`config.mk`:
```
export PLATFORM = sky130hd
export DESIGN_NAME = pdm_port_mode
export DESIGN_NICKNAME = d
export VERILOG_FILES = /design/src/pdm_pkg.sv /design/src/pdm_pin_decode.sv /design/src/pdm_port_mode.sv
export SDC_FILE = /design/constraint.sdc
export NUM_CORES = 1
export LEC_CHECK = 0
export ABC_AREA = 1
export BUFFER_PORTS_ARGS = -buffer_cell sky130_fd_sc_hd__buf_4
export CAP_MARGIN = 20
export CORE_MARGIN = 2
export CORE_UTILIZATION = 45
export DETAILED_ROUTE_END_ITERATION = 10
export PLACE_DENSITY = 0.7
export SYNTH_ARGS = -nofsm -noshare
export SYNTH_HDL_FRONTEND = slang
export SYNTH_SLANG_ARGS = --single-unit
```
`constraint.sdc`:
```
create_clock -name mclk -period 1.2 [get_ports mclk]
set_input_delay 0.06 -clock mclk [delete_from_list [all_inputs] [get_ports mclk]]
set_output_delay 0.06 -clock mclk [all_outputs]
set_load 0.02 [all_outputs]
```
`src/pdm_pkg.sv`:
```
// constants and types for the port pin drive mode block
// Contract
// - The port-0 low mode register sits at address AC, pin n of 0..3 uses bits 2n+1:2n, and it resets to zero.
// - The port-0 high mode register sits at address AD, pins 7..4 use bit pairs 7-6 down to 1-0, reset zero.
// - The port-1 low mode register sits at address AE, pins 3..0 use bit pairs 7-6 down to 1-0, reset zero.
// - Each port-0 field decodes 00 quasi with pull-up, 01 push-pull, 10 open-drain and 11 input only.
// - Port-0 pins follow the external bus when external access or the memory select is active, over the fields.
package pdm_pkg;

    ////////////////////////////////////////////////////////////////////////////////
    // register addresses on the special function bus
    localparam logic [7:0] PDM_ADDR_P0_LOW  = 8'hAC;
    localparam logic [7:0] PDM_ADDR_P0_HIGH = 8'hAD;
    localparam logic [7:0] PDM_ADDR_P1_LOW  = 8'hAE;

    // values after reset
    localparam logic [7:0] PDM_RESET_MODE   = 8'h00;
    localparam logic [7:0] PDM_RESET_RDATA  = 8'h00;
    localparam logic [7:0] PDM_RESET_PINS   = 8'h00;

    // field layout: pin n of a register uses bits FIELD_W*n+1 : FIELD_W*n
    localparam int         PDM_FIELD_W      = 2;
    localparam int         PDM_P0_PINS      = 8;
    localparam int         PDM_P1_PINS      = 4;

    // drive mode codes
    localparam logic [1:0] PDM_MODE_QUASI   = 2'h0;
    localparam logic [1:0] PDM_MODE_PUSH    = 2'h1;
    localparam logic [1:0] PDM_MODE_DRAIN   = 2'h2;
    localparam logic [1:0] PDM_MODE_INPUT   = 2'h3;

    ////////////////////////////////////////////////////////////////////////////////
    // pad driver controls for one pin
    typedef struct packed {
        logic out;
        logic oe;
        logic pull_up;
    } pdm_drive_type;

    // external bus override for port 0
    typedef struct packed {
        logic       active;
        logic [7:0] data;
        logic       oe;
    } pdm_ext_type;

endpackage

```
`src/pdm_pin_decode.sv`:
```
// drive mode decoder for one port pin
`timescale 1ns/100ps
module pdm_pin_decode (
    input  wire logic                   mode,
    input  wire logic [1:0]             mode_code,
    input  wire logic                   data,
    input  wire logic                   ext_active,
    input  wire logic                   ext_data,
    input  wire logic                   ext_oe,
    output pdm_pkg::pdm_drive_type      drive
);

    ////////////////////////////////////////////////////////////////////////////////
    // per-mode drive levels
    wire is_quasi = (mode_code == pdm_pkg::PDM_MODE_QUASI);
    wire is_push  = (mode_code == pdm_pkg::PDM_MODE_PUSH);
    wire is_drain = (mode_code == pdm_pkg::PDM_MODE_DRAIN);

    // quasi: pull low hard, release high onto pull-up
    wire mode_oe  = (is_quasi & ~data) | is_push | (is_drain & ~data);
    wire mode_out = is_push & data;
    wire mode_pu  = is_quasi & data;

    // external bus wins over the field while active
    assign drive.out     = ext_active ? ext_data : mode_out;
    assign drive.oe      = ext_active ? ext_oe   : mode_oe;
    assign drive.pull_up = ext_active ? 1'b0     : (mode & mode_pu);

endmodule

```
`src/pdm_port_mode.sv`:
```
// port pin drive mode registers and pad control
`timescale 1ns/100ps
module pdm_port_mode (
    input  wire logic       mclk,
    input  wire logic       rst_n,
    input  wire logic       clk_en,
    input  wire logic [7:0] sfr_addr,
    input  wire logic       sfr_wr,
    input  wire logic       sfr_rd,
    input  wire logic [7:0] sfr_wdata,
    output logic      [7:0] sfr_rdata,
    output logic            sfr_hit,
    input  wire logic [7:0] port0_latch,
    input  wire logic [3:0] port1_latch,
    input  wire logic       external_access_n,
    input  wire logic       ext_mem_select,
    input  wire logic [7:0] ext_bus_data,
    input  wire logic       ext_bus_oe,
    input  wire logic [7:0] port0_pad_in,
    input  wire logic [3:0] port1_pad_in,
    output logic      [7:0] port0_pad_out,
    output logic      [7:0] port0_pad_oe,
    output logic      [7:0] port0_pullup,
    output logic      [3:0] port1_pad_out,
    output logic      [3:0] port1_pad_oe,
    output logic      [3:0] port1_pullup,
    output logic      [7:0] port0_pin_value,
    output logic      [3:0] port1_pin_value
);

    ////////////////////////////////////////////////////////////////////////////////
    // field of pin n from a packed register set
    function automatic logic [1:0] field_of(input logic [15:0] regs, input int pin);
        field_of = regs[pdm_pkg::PDM_FIELD_W*pin +: 2];
    endfunction

    // storage
    logic [7:0] p0_low_reg;
    logic [7:0] p0_high_reg;
    logic [7:0] p1_low_reg;
    logic [7:0] p0_low_next;
    logic [7:0] p0_high_next;
    logic [7:0] p1_low_next;
    logic [7:0] rdata_next;

    ////////////////////////////////////////////////////////////////////////////////
    // address decode and write strobes
    wire sel_p0_low  = (sfr_addr == pdm_pkg::PDM_ADDR_P0_LOW);
    wire sel_p0_high = (sfr_addr == pdm_pkg::PDM_ADDR_P0_HIGH);
    wire sel_p1_low  = (sfr_addr == pdm_pkg::PDM_ADDR_P1_LOW);
    wire sel_any     = sel_p0_low | sel_p0_high | sel_p1_low;
    wire wr_p0_low   = sfr_wr & sel_p0_low;
    wire wr_p0_high  = sfr_wr & sel_p0_high;
    wire wr_p1_low   = sfr_wr & sel_p1_low;

    // next register values, each register only from its own strobe
    assign p0_low_next  = wr_p0_low  ? sfr_wdata : p0_low_reg;
    assign p0_high_next = wr_p0_high ? sfr_wdata : p0_high_reg;
    assign p1_low_next  = wr_p1_low  ? sfr_wdata : p1_low_reg;

    // read mux, unmapped addresses read zero
    assign rdata_next = sel_p0_low  ? p0_low_reg  :
                        sel_p0_high ? p0_high_reg :
                        sel_p1_low  ? p1_low_reg  : pdm_pkg::PDM_RESET_RDATA;

    ////////////////////////////////////////////////////////////////////////////////
    // mode registers
    always_ff @(posedge mclk or negedge rst_n) begin
        if (!rst_n) begin
            p0_low_reg  <= pdm_pkg::PDM_RESET_MODE;
            p0_high_reg <= pdm_pkg::PDM_RESET_MODE;
            p1_low_reg  <= pdm_pkg::PDM_RESET_MODE;
        end else if (clk_en) begin
            p0_low_reg  <= p0_low_next;
            p0_high_reg <= p0_high_next;
            p1_low_reg  <= p1_low_next;
        end
    end

    // read data, valid the edge after the read strobe
    always_ff @(posedge mclk or negedge rst_n) begin
        if (!rst_n) begin
            sfr_rdata <= pdm_pkg::PDM_RESET_RDATA;
            sfr_hit   <= 1'b0;
        end else if (clk_en) begin
            sfr_rdata <= sfr_rd ? rdata_next : sfr_rdata;
            sfr_hit   <= sfr_rd & sel_any;
        end
    end

    ////////////////////////////////////////////////////////////////////////////////
    // external memory override, low-active access pin or select bit
    pdm_pkg::pdm_ext_type ext;
    assign ext.active = ~external_access_n | ext_mem_select;
    assign ext.data   = ext_bus_data;
    assign ext.oe     = ext_bus_oe;

    // per-pin decode from the next register values
    wire [15:0]             p0_fields = {p0_high_next, p0_low_next};
    wire [15:0]             p1_fields = {8'h00, p1_low_next};
    pdm_pkg::pdm_drive_type p0_drive [pdm_pkg::PDM_P0_PINS];
    pdm_pkg::pdm_drive_type p1_drive [pdm_pkg::PDM_P1_PINS];
    logic [7:0]             p0_out_nx;
    logic [7:0]             p0_oe_nx;
    logic [7:0]             p0_pu_nx;
    logic [3:0]             p1_out_nx;
    logic [3:0]             p1_oe_nx;
    logic [3:0]             p1_pu_nx;

    // port 0 pins, external bus may take over
    for (genvar n = 0; n < pdm_pkg::PDM_P0_PINS; n++) begin : g_p0
        pdm_pin_decode u_dec (
            .mode       (1'b1),
            .mode_code  (field_of(p0_fields, n)),
            .data       (port0_latch[n]),
            .ext_active (ext.active),
            .ext_data   (ext.data[n]),
            .ext_oe     (ext.oe),
            .drive      (p0_drive[n])
        );
        assign p0_out_nx[n] = p0_drive[n].out;
        assign p0_oe_nx[n]  = p0_drive[n].oe;
        assign p0_pu_nx[n]  = p0_drive[n].pull_up;
    end

    // port 1 low pins, no external override
    for (genvar n = 0; n < pdm_pkg::PDM_P1_PINS; n++) begin : g_p1
        pdm_pin_decode u_dec (
            .mode       (1'b1),
            .mode_code  (field_of(p1_fields, n)),
            .data       (port1_latch[n]),
            .ext_active (1'b0),
            .ext_data   (1'b0),
            .ext_oe     (1'b0),
            .drive      (p1_drive[n])
        );
        assign p1_out_nx[n] = p1_drive[n].out;
        assign p1_oe_nx[n]  = p1_drive[n].oe;
        assign p1_pu_nx[n]  = p1_drive[n].pull_up;
    end

    ////////////////////////////////////////////////////////////////////////////////
    // registered pad controls, new mode visible from the write edge on
    always_ff @(posedge mclk or negedge rst_n) begin
        if (!rst_n) begin
            port0_pad_out <= pdm_pkg::PDM_RESET_PINS;
            port0_pad_oe  <= pdm_pkg::PDM_RESET_PINS;
            port0_pullup  <= pdm_pkg::PDM_RESET_PINS;
            port1_pad_out <= pdm_pkg::PDM_RESET_PINS[3:0];
            port1_pad_oe  <= pdm_pkg::PDM_RESET_PINS[3:0];
            port1_pullup  <= pdm_pkg::PDM_RESET_PINS[3:0];
        end else if (clk_en) begin
            port0_pad_out <= p0_out_nx;
            port0_pad_oe  <= p0_oe_nx;
            port0_pullup  <= p0_pu_nx;
            port1_pad_out <= p1_out_nx;
            port1_pad_oe  <= p1_oe_nx;
            port1_pullup  <= p1_pu_nx;
        end
    end

    // pin levels sampled back for the core
    always_ff @(posedge mclk or negedge rst_n) begin
        if (!rst_n) begin
            port0_pin_value <= pdm_pkg::PDM_RESET_PINS;
            port1_pin_value <= pdm_pkg::PDM_RESET_PINS[3:0];
        end else if (clk_en) begin
            port0_pin_value <= port0_pad_in;
            port1_pin_value <= port1_pad_in;
        end
    end

    ////////////////////////////////////////////////////////////////////////////////
    // checks on stored values
    a_low_write_store: assert property (@(posedge mclk) disable iff (!rst_n)
        clk_en && wr_p0_low |=> p0_low_reg == $past(sfr_wdata))
        else $error("port0 low mode write not stored");

    a_high_write_store: assert property (@(posedge mclk) disable iff (!rst_n)
        clk_en && wr_p0_high |=> p0_high_reg == $past(sfr_wdata))
        else $error("port0 high mode write not stored");

    a_p1_write_store: assert property (@(posedge mclk) disable iff (!rst_n)
        clk_en && wr_p1_low |=> p1_low_reg == $past(sfr_wdata))
        else $error("port1 low mode write not stored");

    a_field_isolation: assert property (@(posedge mclk) disable iff (!rst_n)
        clk_en && wr_p0_low |=> $stable(p0_high_reg) && $stable(p1_low_reg))
        else $error("write to one mode register changed another");

    a_read_back_value: assert property (@(posedge mclk) disable iff (!rst_n)
        clk_en && sfr_rd && sel_p1_low
        |=> sfr_rdata == $past(p1_low_reg) && sfr_hit)
        else $error("mode register read returned wrong value");

    // checks on pad drive
    a_push_pull_drive: assert property (@(posedge mclk) disable iff (!rst_n)
        clk_en && !ext.active && p0_low_next[1:0] == pdm_pkg::PDM_MODE_PUSH
        |=> port0_pad_oe[0] && port0_pad_out[0] == $past(port0_latch[0]) && !port0_pullup[0])
        else $error("port0 pin0 push-pull drive wrong");

    a_drain_release: assert property (@(posedge mclk) disable iff (!rst_n)
        clk_en && !ext.active && p0_high_next[7:6] == pdm_pkg::PDM_MODE_DRAIN && port0_latch[7]
        |=> !port0_pad_oe[7] && !port0_pullup[7])
        else $error("port0 pin7 open-drain did not release");

    a_input_only_p1: assert property (@(posedge mclk) disable iff (!rst_n)
        clk_en && p1_low_next[5:4] == pdm_pkg::PDM_MODE_INPUT
        |=> !port1_pad_oe[2] && !port1_pullup[2])
        else $error("port1 pin2 input-only still drives");

    a_ext_override: assert property (@(posedge mclk) disable iff (!rst_n)
        clk_en && ext.active
        |=> port0_pad_oe == {8{$past(ext_bus_oe)}} && port0_pad_out == $past(ext_bus_data)
            && port0_pullup == 8'h00)
        else $error("external bus did not take over port0");

    // main scenarios
    c_write_p0_low: cover property (@(posedge mclk) disable iff (!rst_n) clk_en && wr_p0_low);
    c_ext_takeover: cover property (@(posedge mclk) disable iff (!rst_n) clk_en && ext.active && |p0_low_reg);
    c_quasi_pullup: cover property (@(posedge mclk) disable iff (!rst_n) |port1_pullup);
    c_read_hit:     cover property (@(posedge mclk) disable iff (!rst_n) sfr_hit);

endmodule

```
Word-level counts from Yosys, hierarchy flattened --
Index checks and enable logic that the tools add are counted.
Operators by class: eq/ne operators 27, muxes and demuxes 30, bitwise operators 92, reductions and logical operators 13
Operator list (count):
- $and A1 B1 Y1 | 52
- $mux W8 | 6
- $or A1 B1 Y1 | 27
- $eq A2 B1 Y1 const B | 12
- $eq A2 B2 Y1 const B | 12
- $eq A8 B8 Y1 const B | 3
- $logic_not A2 Y1 | 12
- $mux W1 | 24
- $not A1 Y1 | 13
- $reduce_and A2 Y1 | 1
Storage, ports and cells: register bits after elaboration 81, input port bits 56

Longest topological paths before layout --
Gate-level depths: netlist (run 1).
word-level depth 8, depth in mapped cells 10, mapped depth without buffers 10

Hierarchy --
Synthesis (run 1) repeated with hierarchy kept, for this count alone.
Unflattened totals: cells, all modules 704, area, all modules 4814.6 um^2
Modules (own cells, without submodules):
- pdm_port_mode | times used 1, cells an instance 524, area an instance 4063.9 um^2
- pdm_pin_decode | times used 12, cells an instance 15, area an instance 62.6 um^2

Worst setup path after synthesis (run 1) --
Ideal clock, no wire load.
path kind in2reg, start point input port sfr_addr[7], end point register port0_pad_oe[2], library setup time 0.139 ns, arrival 0.983 ns, required time 1.061 ns, path slack 0.078 ns, cell stages on the path 10, buffers on the path 1, path through nand2_1 > inv_1 > nand2_1 > nor2_4 > buf_6 > nand3_1 > nand2_1 > nand2_1 > nand3_1 > a21oi_1
On the way: word-level cells in the longest chain between the ends 8, elaborated cells on any way between the ends 11
Ends and longest elaborated chain:
- start, declared | line pdm_port_mode.sv:7 | input wire logic [7:0] sfr_addr,
- $eq A8 B8 Y1 * | line pdm_port_mode.sv:48 | wire sel_p0_low = (sfr_addr == pdm_pkg::PDM_ADDR_P0_LOW);
- $and A1 B1 Y1 * | line pdm_port_mode.sv:52 | wire wr_p0_low = sfr_wr & sel_p0_low;
- $mux W8 * | line pdm_port_mode.sv:57 | assign p0_low_next = wr_p0_low ? sfr_wdata : p0_low_reg;
- $logic_not A2 Y1 | line pdm_pin_decode.sv:15 | wire is_quasi = (mode_code == pdm_pkg::PDM_MODE_QUASI);
- $and A1 B1 Y1 | line pdm_pin_decode.sv:20 | wire mode_oe = (is_quasi & ~data) | is_push | (is_drain & ~data);
- $or A1 B1 Y1 | line pdm_pin_decode.sv:20
- $or A1 B1 Y1 * | line pdm_pin_decode.sv:20
- $mux W1 * | line pdm_pin_decode.sv:26 | assign drive.oe = ext_active ? ext_oe : mode_oe;
- end signal, assigned | line pdm_port_mode.sv:147 | port0_pad_oe <= pdm_pkg::PDM_RESET_PINS;
- end signal, assigned | line pdm_port_mode.sv:154 | port0_pad_oe <= p0_oe_nx;
- end, declared | line pdm_port_mode.sv:22 | output logic [7:0] port0_pad_oe,
Every way passes the cells marked *; elsewhere a longest branch is shown, timed or not. A chain may end at the register's enable or synchronous reset.

Worst setup path in the final report (run 1) --
start point register p0_low_reg[5], end point register port0_pad_out[2]
On the way: word-level cells in the longest chain between the ends 4
Ends and longest elaborated chain:
- start, declared | line pdm_port_mode.sv:38 | logic [7:0] p0_low_reg;
- start signal, assigned | line pdm_port_mode.sv:70 | p0_low_reg <= pdm_pkg::PDM_RESET_MODE;
- start signal, assigned | line pdm_port_mode.sv:74 | p0_low_reg <= p0_low_next;
- $mux W8 | line pdm_port_mode.sv:57
- $eq A2 B1 Y1 | line pdm_pin_decode.sv:16 | wire is_push = (mode_code == pdm_pkg::PDM_MODE_PUSH);
- $and A1 B1 Y1 | line pdm_pin_decode.sv:21 | wire mode_out = is_push & data;
- $mux W1 | line pdm_pin_decode.sv:25 | assign drive.out = ext_active ? ext_data : mode_out;
- end signal, assigned | line pdm_port_mode.sv:146 | port0_pad_out <= pdm_pkg::PDM_RESET_PINS;
- end signal, assigned | line pdm_port_mode.sv:153 | port0_pad_out <= p0_out_nx;
- end, declared | line pdm_port_mode.sv:21 | output logic [7:0] port0_pad_out,
Every way passes these cells.

==> impl_metrics.csv, run 1 <==
group,metric,value,unit
outcome,status,"finished clean",
power_and_ir_drop,p_sw,2060,uW
critical_path,crit_path_start_kind,"register",
grt,antenna_found_initial,0,
power_and_ir_drop,power_frac_comb,0.222,
grt,overflow,0,
grt,grt_max_degree,42,
clock_network,cts.sinks,81,
timing,final_hold_viol_count,0,
cells_and_area,diodes,0,
grt,use_met3,0.0582,
yosys,syn-mean-instance-area,7.91,sq um
critical_path,crit_path_max_fanout,3,
critical_path,crit_path_end_kind,"register",
critical_path,r2r_end,"port0_pad_out[2]$_DFFE_PN0P_",
timing,rsz0062_at_grt,"false",
critical_path,arrival,1340,ps
timing,drv_slew,0,
critical_path,endpoint,"port0_pad_out[2]$_DFFE_PN0P_",
hold_path,hp-class,"in -> reg",
routing,routedWlPerCell,14.4,um
power_and_ir_drop,clock_power_share,0.307,
placed_design,gp_congestion,0.876,
placed_design,port_buffers,112,
yosys,synth_area,4020,sq um
routing,vias,4019,
clock_network,tritoncts,"done",
critical_path,crit_path_start,"p0_low_reg[5]$_DFFE_PN0P_",
critical_path,r2r_slack,140,ps
clock_network,insertion_delay,350,ps
grt,grt_pass1_vias,3796,
die,io-pin-count,113,
grt,use_met2,0.363,
power_and_ir_drop,p_seq_frac,0.470,
grt,grt_pass1_wl,18.2,mm
timing,tightest_slew,386,ps
clock_network,h-tree-depth,3,
routing,ant_nets,0,
power_and_ir_drop,ir_drop,0.590,mV
critical_path,cp.required,1480,ps
routing,via_per_inst,5.22,
power_and_ir_drop,p_total,6770,uW
critical_path,crit_type,"reg -> reg",
routing,drt_wl_total,11.1,mm
die,rows,34,
timing,min_period_over_period,0.887,
die,initial_utilization,0.463,
critical_path,reg2reg_depth,5,
power_and_ir_drop,p_int,4700,uW
timing,fmax,939,MHz
cells_and_area,layout-drive-gt1-share,0.275,
clock_network,cts_root_buf,"clkbuf_8",
power_and_ir_drop,leakagePower,0.00282,uW
placed_design,hpwl,8.11,mm
cells_and_area,area_growth,38.4,%
clock_network,clk_pin_slew_worst_paths,80,ps
yosys,synth_cells,508,
grt,grt_use_total,0.233,
critical_path,worstReg2RegStart,"p0_low_reg[5]$_DFFE_PN0P_",
grt,grt.busiest_layer,"met2",
timing,finalSetupViolations,0,
timing,slew_headroom,0.742,
cells_and_area,layout.cells.non_filler,770,
grt,gr-usage-met1,0.328,
timing,period_needed,1060,ps
placed_design,dp_cells,731,
yosys,synthesis.nets,564,
yosys,synth-seq-cells,81,
die,core_area,8680,sq um
yosys,yosys_warnings,0,
routing,drc,0,
clock_network,cts-buffers-inserted,9,
die,die_w,98.5,um
yosys,ys_types,28,
yosys,yosysSeqAreaShare,0.504,
power_and_ir_drop,pwr_density_cell,1220,nW/um^2
cells_and_area,nNetsFinal,714,
power_and_ir_drop,swShare,0.305,
cells_and_area,fillers,779,
clock_network,clock_path_buffers,2,
routing,drt-pass1-iter-count,5,
timing,clock_skew,9.85,ps
job,drv_cap,0,
routing,dr.first_iter.drc_count,302,
die,die_h,98.5,um
die,dieArea,9700,sq um
## placed cells by master (no fill, tap or decap), types with 3 or more instances in the layout
| cell | n |
|---|---|
| nand2_1 | 167 |
| a31oi_1 | 4 |
| o21ai_0 | 20 |
| nand3b_1 | 5 |
| clkbuf_8 | 11 |
| nand4_1 | 18 |
| buf_4 | 138 |
| buf_12 | 4 |
| o21ai_1 | 5 |
| nand2_2 | 6 |
| nor2_1 | 45 |
| inv_1 | 34 |
| o21a_1 | 3 |
| o22ai_1 | 4 |
| dlygate4sd3_1 | 21 |
| dfrtp_1 | 81 |
| a21oi_1 | 32 |
| o21ai_2 | 11 |
| nand3_1 | 39 |
## cells by family (layout without fill, tap and decap cells)
family | count (synthesis) | after routing | synth area share
buffers and inverters | 59 | 213 | 0.0632
AOI/OAI and AO/OA | 81 | 81 | 0.117
DFF | 81 | 81 | 0.504
and+or+nand+nor | 287 | 287 | 0.315
## how the worst min path moves through the flow
stage | cells past startpoint | slack [ps] | startpoint | to
global placement | 1 | -20 | rst_n | port0_pad_out[6]$_DFFE_PN0P_
floorplan | 0 | -240 | rst_n | p0_high_reg[0]$_DFFE_PN0P_
CTS | 3 | 5 | ext_bus_data[5] | port0_pad_out[5]$_DFFE_PN0P_
finish | 3 | 10 | ext_bus_data[0] | port0_pad_out[0]$_DFFE_PN0P_
global route | 3 | 20 | ext_bus_data[3] | port0_pad_out[3]$_DFFE_PN0P_
detailed placement | 1 | -20 | rst_n | port0_pad_out[6]$_DFFE_PN0P_
## layer usage
layer	share of wire	routed length [um]
met1	0.45	5030
met2	0.46	5110
met3	0.072	795
met4	0.010	116
met5	0	0
## power by group through the flow
stage                     logic [uW]  clock network, uW  registers [uW]
after floorplan                  615                  0            3370
after detailed placement        1450                  0            3230
after global placement          1420                  0            3220
final                           1500               2080            3180
after CTS                       1510               2100            3180
after global routing            1660               2220            3220
## synthesized netlist by cell type
master | instances | share of area
clkinv_1 | 1 | 0.00093
o21ai_2 | 11 | 0.024
buf_1 | 3 | 0.0028
nand2_2 | 6 | 0.0093
buf_4 | 1 | 0.0019
nor2_4 | 2 | 0.0056
dfrtp_1 | 81 | 0.50
nand3b_1 | 5 | 0.0093
o21a_1 | 3 | 0.0056
nor3_4 | 1 | 0.0040
nand2_1 | 167 | 0.16
o22ai_1 | 4 | 0.0062
nand2_4 | 2 | 0.0056
buf_8 | 1 | 0.0037
buf_2 | 2 | 0.0025
a31oi_1 | 4 | 0.0062
nor2_1 | 45 | 0.042
nand3_1 | 39 | 0.049
clkbuf_1 | 15 | 0.014
o21ai_1 | 5 | 0.0062
o21ai_0 | 20 | 0.025
nor2_2 | 1 | 0.0016
buf_6 | 2 | 0.0056
nor2_8 | 1 | 0.0050
a21oi_1 | 32 | 0.040
a41oi_1 | 2 | 0.0044
inv_1 | 34 | 0.032
nand4_1 | 18 | 0.028
## layout make-up
type,count,area (sq um),area share
Tap cell,108,135,0.0243
Timing Repair Buffer,163,1330,0.239
Sequential cell,81,2030,0.365
Clock buffer,11,151,0.0272
Multi-Input combinational cell,368,1740,0.313
Clock inverter,4,51.3,0.00923
Inverter,35,131,0.0236
## per-stage QoR
step	hold WS [ps]	util	worst slack (ps)	setup TNS (ps)	instance area, sq um
after CTS	5.07	0.638	146	0	5540
final	10.9	0.641	136	0	5560
after global placement	-24.2	0.591	-146	-1830	5120
after global routing	15.3	0.641	18.2	0	5560
after detailed placement	-22.1	0.591	-229	-3740	5120
after floorplan	-236	-	78.2	0	4020
## critical path: stages, from the launching register on
cell and delay (ps):
dfrtp_1 410, nand2_1 100, nand2_1 90, nor2_1 130, nand2_1 120, a21oi_1 150
## repair_timing
action | CTS | global route
endpoints found under the hold margin | 109 | 0
setup endpoints to repair | 0 | 1
resized for setup | 0 | 0
setup buffers | 0 | 3
hold buffers | 21 | 0
(Power assumes the default switching activity.)
==> run 2, diff against run 1 <==
Settings changed: ABC_AREA 1 to default, PLACE_DENSITY 0.7 to 0.71.
==> run 2 against run 1 <==
The run now ends with setup timing left; non-clock buffer count is 36 higher; area after synthesis is 5.5% higher; first-iteration DRC count is 31% lower; maximum frequency is 12% lower; sequential share of layout area is 4.1 points lower; critical path depth is 1 lower; power hardly changed; worst setup slack worse by 140 ps; clock power is 16% higher.
==> impl_metrics.csv, run 2 <==
group,metric,value,unit
critical_path,crit_path_top_delay_cell,"dfrtp_1",
die,rows,35,
timing,rsz0062_at_grt,"true",
yosys,synth_ff_type,"dfrtp_1",
critical_path,crit_family,"flip-flops",
die,die_w,101,um
yosys,synth_area,4240,sq um
cells_and_area,regArea,2030,sq um
critical_path,path_buf_inv,0,
yosys,yosys.area.top_type,"dfrtp_1",
routing,drt-pass1-iter-count,4,
cells_and_area,area_growth,47.8,%
critical_path,crit_type,"reg -> reg",
critical_path,arrival,1430,ps
yosys,synth_top_area_frac,0.478,
cells_and_area,nNetsFinal,616,
cells_and_area,diodes,0,
grt,grt_max_degree,33,
timing,tightest_slew,980,ps
timing,fmax,830,MHz
yosys,yosys_warnings,0,
grt,grt_use_total,0.254,
critical_path,crit_path_start_kind,"register",
routing,vias,3800,
power_and_ir_drop,power_frac_comb,0.197,
cells_and_area,final_cell_mix,"buf_4 (159), dfrtp_1 (81), mux2i_1 (51), dlygate4sd3_1 (31), nand2_1 (29)",
yosys,synthArstFlopShare,1.00,
clock_network,clock_path_buffers,2,
clock_network,cts_root_buf,"clkbuf_8",
hold_path,whs_path_depth,3,
clock_network,cts.sinks,81,
timing,clock_skew,9.33,ps
clock_network,tritoncts,"done",
die,core_area,9200,sq um
die,io-pin-count,113,
routing,routedWlPerCell,19.6,um
routing,drt_wl_total,13.2,mm
routing,drc,0,
yosys,ys_types,41,
critical_path,slowest_delay,440,ps
timing,slew_headroom,0.345,
cells_and_area,final_common_cell,"buf_4",
power_and_ir_drop,pwr_density_cell,1080,nW/um^2
yosys,yosysSeqAreaShare,0.478,
critical_path,cp.depth,4,
grt,grt_pass1_wl,19.9,mm
placed_design,hpwl,8.75,mm
power_and_ir_drop,swShare,0.275,
clock_network,insertion_delay,360,ps
power_and_ir_drop,leakagePower,0.00305,uW
yosys,synth-seq-cells,81,
timing,finalSetupViolations,1,
placed_design,port_buffers,112,
power_and_ir_drop,p_sw,1860,uW
critical_path,cp.required,1430,ps
clock_network,h-tree-depth,3,
power_and_ir_drop,p_int,4910,uW
routing,ant_nets,0,
clock_network,cts-buffers-inserted,9,
grt,overflow,0,
yosys,syn-mean-instance-area,11.3,sq um
placed_design,gp_congestion,0.860,
outcome,violations,"setup timing",
cells_and_area,layout-drive-gt1-share,0.422,
yosys,synthesis.nets,431,
critical_path,crit_path_end_kind,"register",
routing,dr.first_iter.drc_count,208,
timing,timing.final.ws_setup,-5.24,ps
critical_path,reg2reg_depth,4,
grt,antenna_found_initial,0,
cells_and_area,fin_util,0.682,
critical_path,crit_path_max_fanout,5,
cells_and_area,multi_input_area,2160,sq um
timing,min_period_over_period,1.00,
yosys,synth_commonest_cells,"dfrtp_1 (81), mux2i_1 (54), mux2_2 (37)",
yosys,synth_cells,375,
routing,via_per_inst,5.63,
timing,final_hold_viol_count,0,
job,drv_cap,0,
cells_and_area,fillers,691,
timing,period_needed,1210,ps
power_and_ir_drop,ir_drop,0.621,mV
power_and_ir_drop,p_seq_frac,0.445,
die,dieArea,10200,sq um
outcome,status,"complete, but fails checks",
die,initial_utilization,0.461,
timing,whs,1.91,ps
yosys,yosysMostFrequentCell,"dfrtp_1",
critical_path,cp_cell_sequence,"nor2b_1, o21bai_1, mux2i_1, o221ai_1",
die,die_h,101,um
grt,grt_pass1_vias,3886,
power_and_ir_drop,clock_power_share,0.358,
hold_path,hp-class,"in -> reg",
yosys,ys_top_cells_by_area,"dfrtp_1 (48%), mux2i_1 (13%), mux2_2 (9.8%)",
timing,drv_slew,0,
clock_network,clk_pin_slew_worst_paths,80,ps
yosys,synth_edf_count,0,
## run 2: cell count changes in the layout (fill, tap and decap cells not counted), moves of 21 or more
| cell | before | now |
|---|---|---|
| a21oi_1 | 32 | 1 |
| mux2_2 | 0 | 22 |
| buf_4 | 138 | 159 |
| nand2_1 | 167 | 29 |
| mux2i_1 | 0 | 51 |
| nand3_1 | 39 | 0 |
| inv_1 | 34 | 7 |
## run 2: power by group through the flow
| stage | clock [uW] | combinational, uW | sequential [uW] |
|---|---|---|---|
| floorplan | 0 | 412 | 3210 |
| global placement | 0 | 1190 | 3050 |
| detailed placement | 0 | 1220 | 3060 |
| CTS | 2410 | 1300 | 3010 |
| global route | 2550 | 1430 | 3030 |
| finish | 2420 | 1330 | 3010 |
## run 2: through the flow
stage | total power, uW | worst slack (ps) | std cells | instance area [sq um] | TNS (ps)
after CTS | 6720 | 10.5 | 666 | 6090 | 0
after floorplan | 3630 | -373 | 375 | 4300 | -13960
final | 6770 | -5.24 | 675 | 6270 | -5.24
after global placement | 4250 | -390 | 620 | 5540 | -19480
after global routing | 7010 | -52.1 | 675 | 6270 | -677
after detailed placement | 4280 | -416 | 620 | 5540 | -20710
## run 2: worst reg2reg max path, cell delays in order, from the launching register on
cell      delay (ps)
dfrtp_1          440
nor2b_1          170
o21bai_1         160
mux2i_1          170
o221ai_1         140
## run 2: final cells by class
| type | instances | share of cell area |
|---|---|---|
| clock buffers | 9 | 0.0198 |
| clock inverters | 6 | 0.0172 |
| inverters | 8 | 0.00479 |
| multi-input cells | 261 | 0.344 |
| flip-flops and latches | 81 | 0.323 |
| well taps | 111 | 0.0222 |
| repair buffers | 199 | 0.269 |
## run 2: what timing repair did
action	in CTS	in global routing
resized for setup	2	19
buffers inserted	0	7
hold endpoints to repair	115	0
cloned	0	2
pin swaps	0	2
endpoints found under the setup margin	22	21
hold buffers	31	0
## run 2: kinds of logic (layout without fill, tap and decap cells)
logic type             after synthesis  after routing  share of synthesized area
AND/OR/NAND/NOR                     93             93                      0.124
buffers and inverters               33            222                     0.0375
AO/OA/AOI/OAI                       77             77                      0.135
flip-flops                          81             81                      0.478
multiplexers                        91             91                      0.226
## run 2: per-layer routing
| metal | vias up | global-route usage | part of all wire |
|---|---|---|---|
| met5 | - | 0 | 0 |
| met4 | 0 | 0.0863 | 0.020 |
| met3 | 19 | 0.0374 | 0.068 |
| met2 | 144 | 0.423 | 0.50 |
| met1 | 1900 | 0.338 | 0.41 |
| li1 | 1737 | - | - |
## run 2: final timing paths
kind                                               from                           end  slack, ps
setup reg to reg              p0_low_reg[2]$_DFFE_PN0P_   port0_pad_oe[1]$_DFFE_PN0P_         -5
max in group asynchronous                         rst_n    p0_high_reg[7]$_DFFE_PN0P_        530
hold reg to reg            port1_pad_out[2]$_DFFE_PN0P_  port1_pad_out[2]$_DFFE_PN0P_        490
setup / recovery              p0_low_reg[2]$_DFFE_PN0P_   port0_pad_oe[1]$_DFFE_PN0P_         -5
min in group asynchronous                         rst_n   port0_pullup[2]$_DFFE_PN0P_        160
hold / removal                           port1_latch[3]  port1_pad_out[3]$_DFFE_PN0P_          2
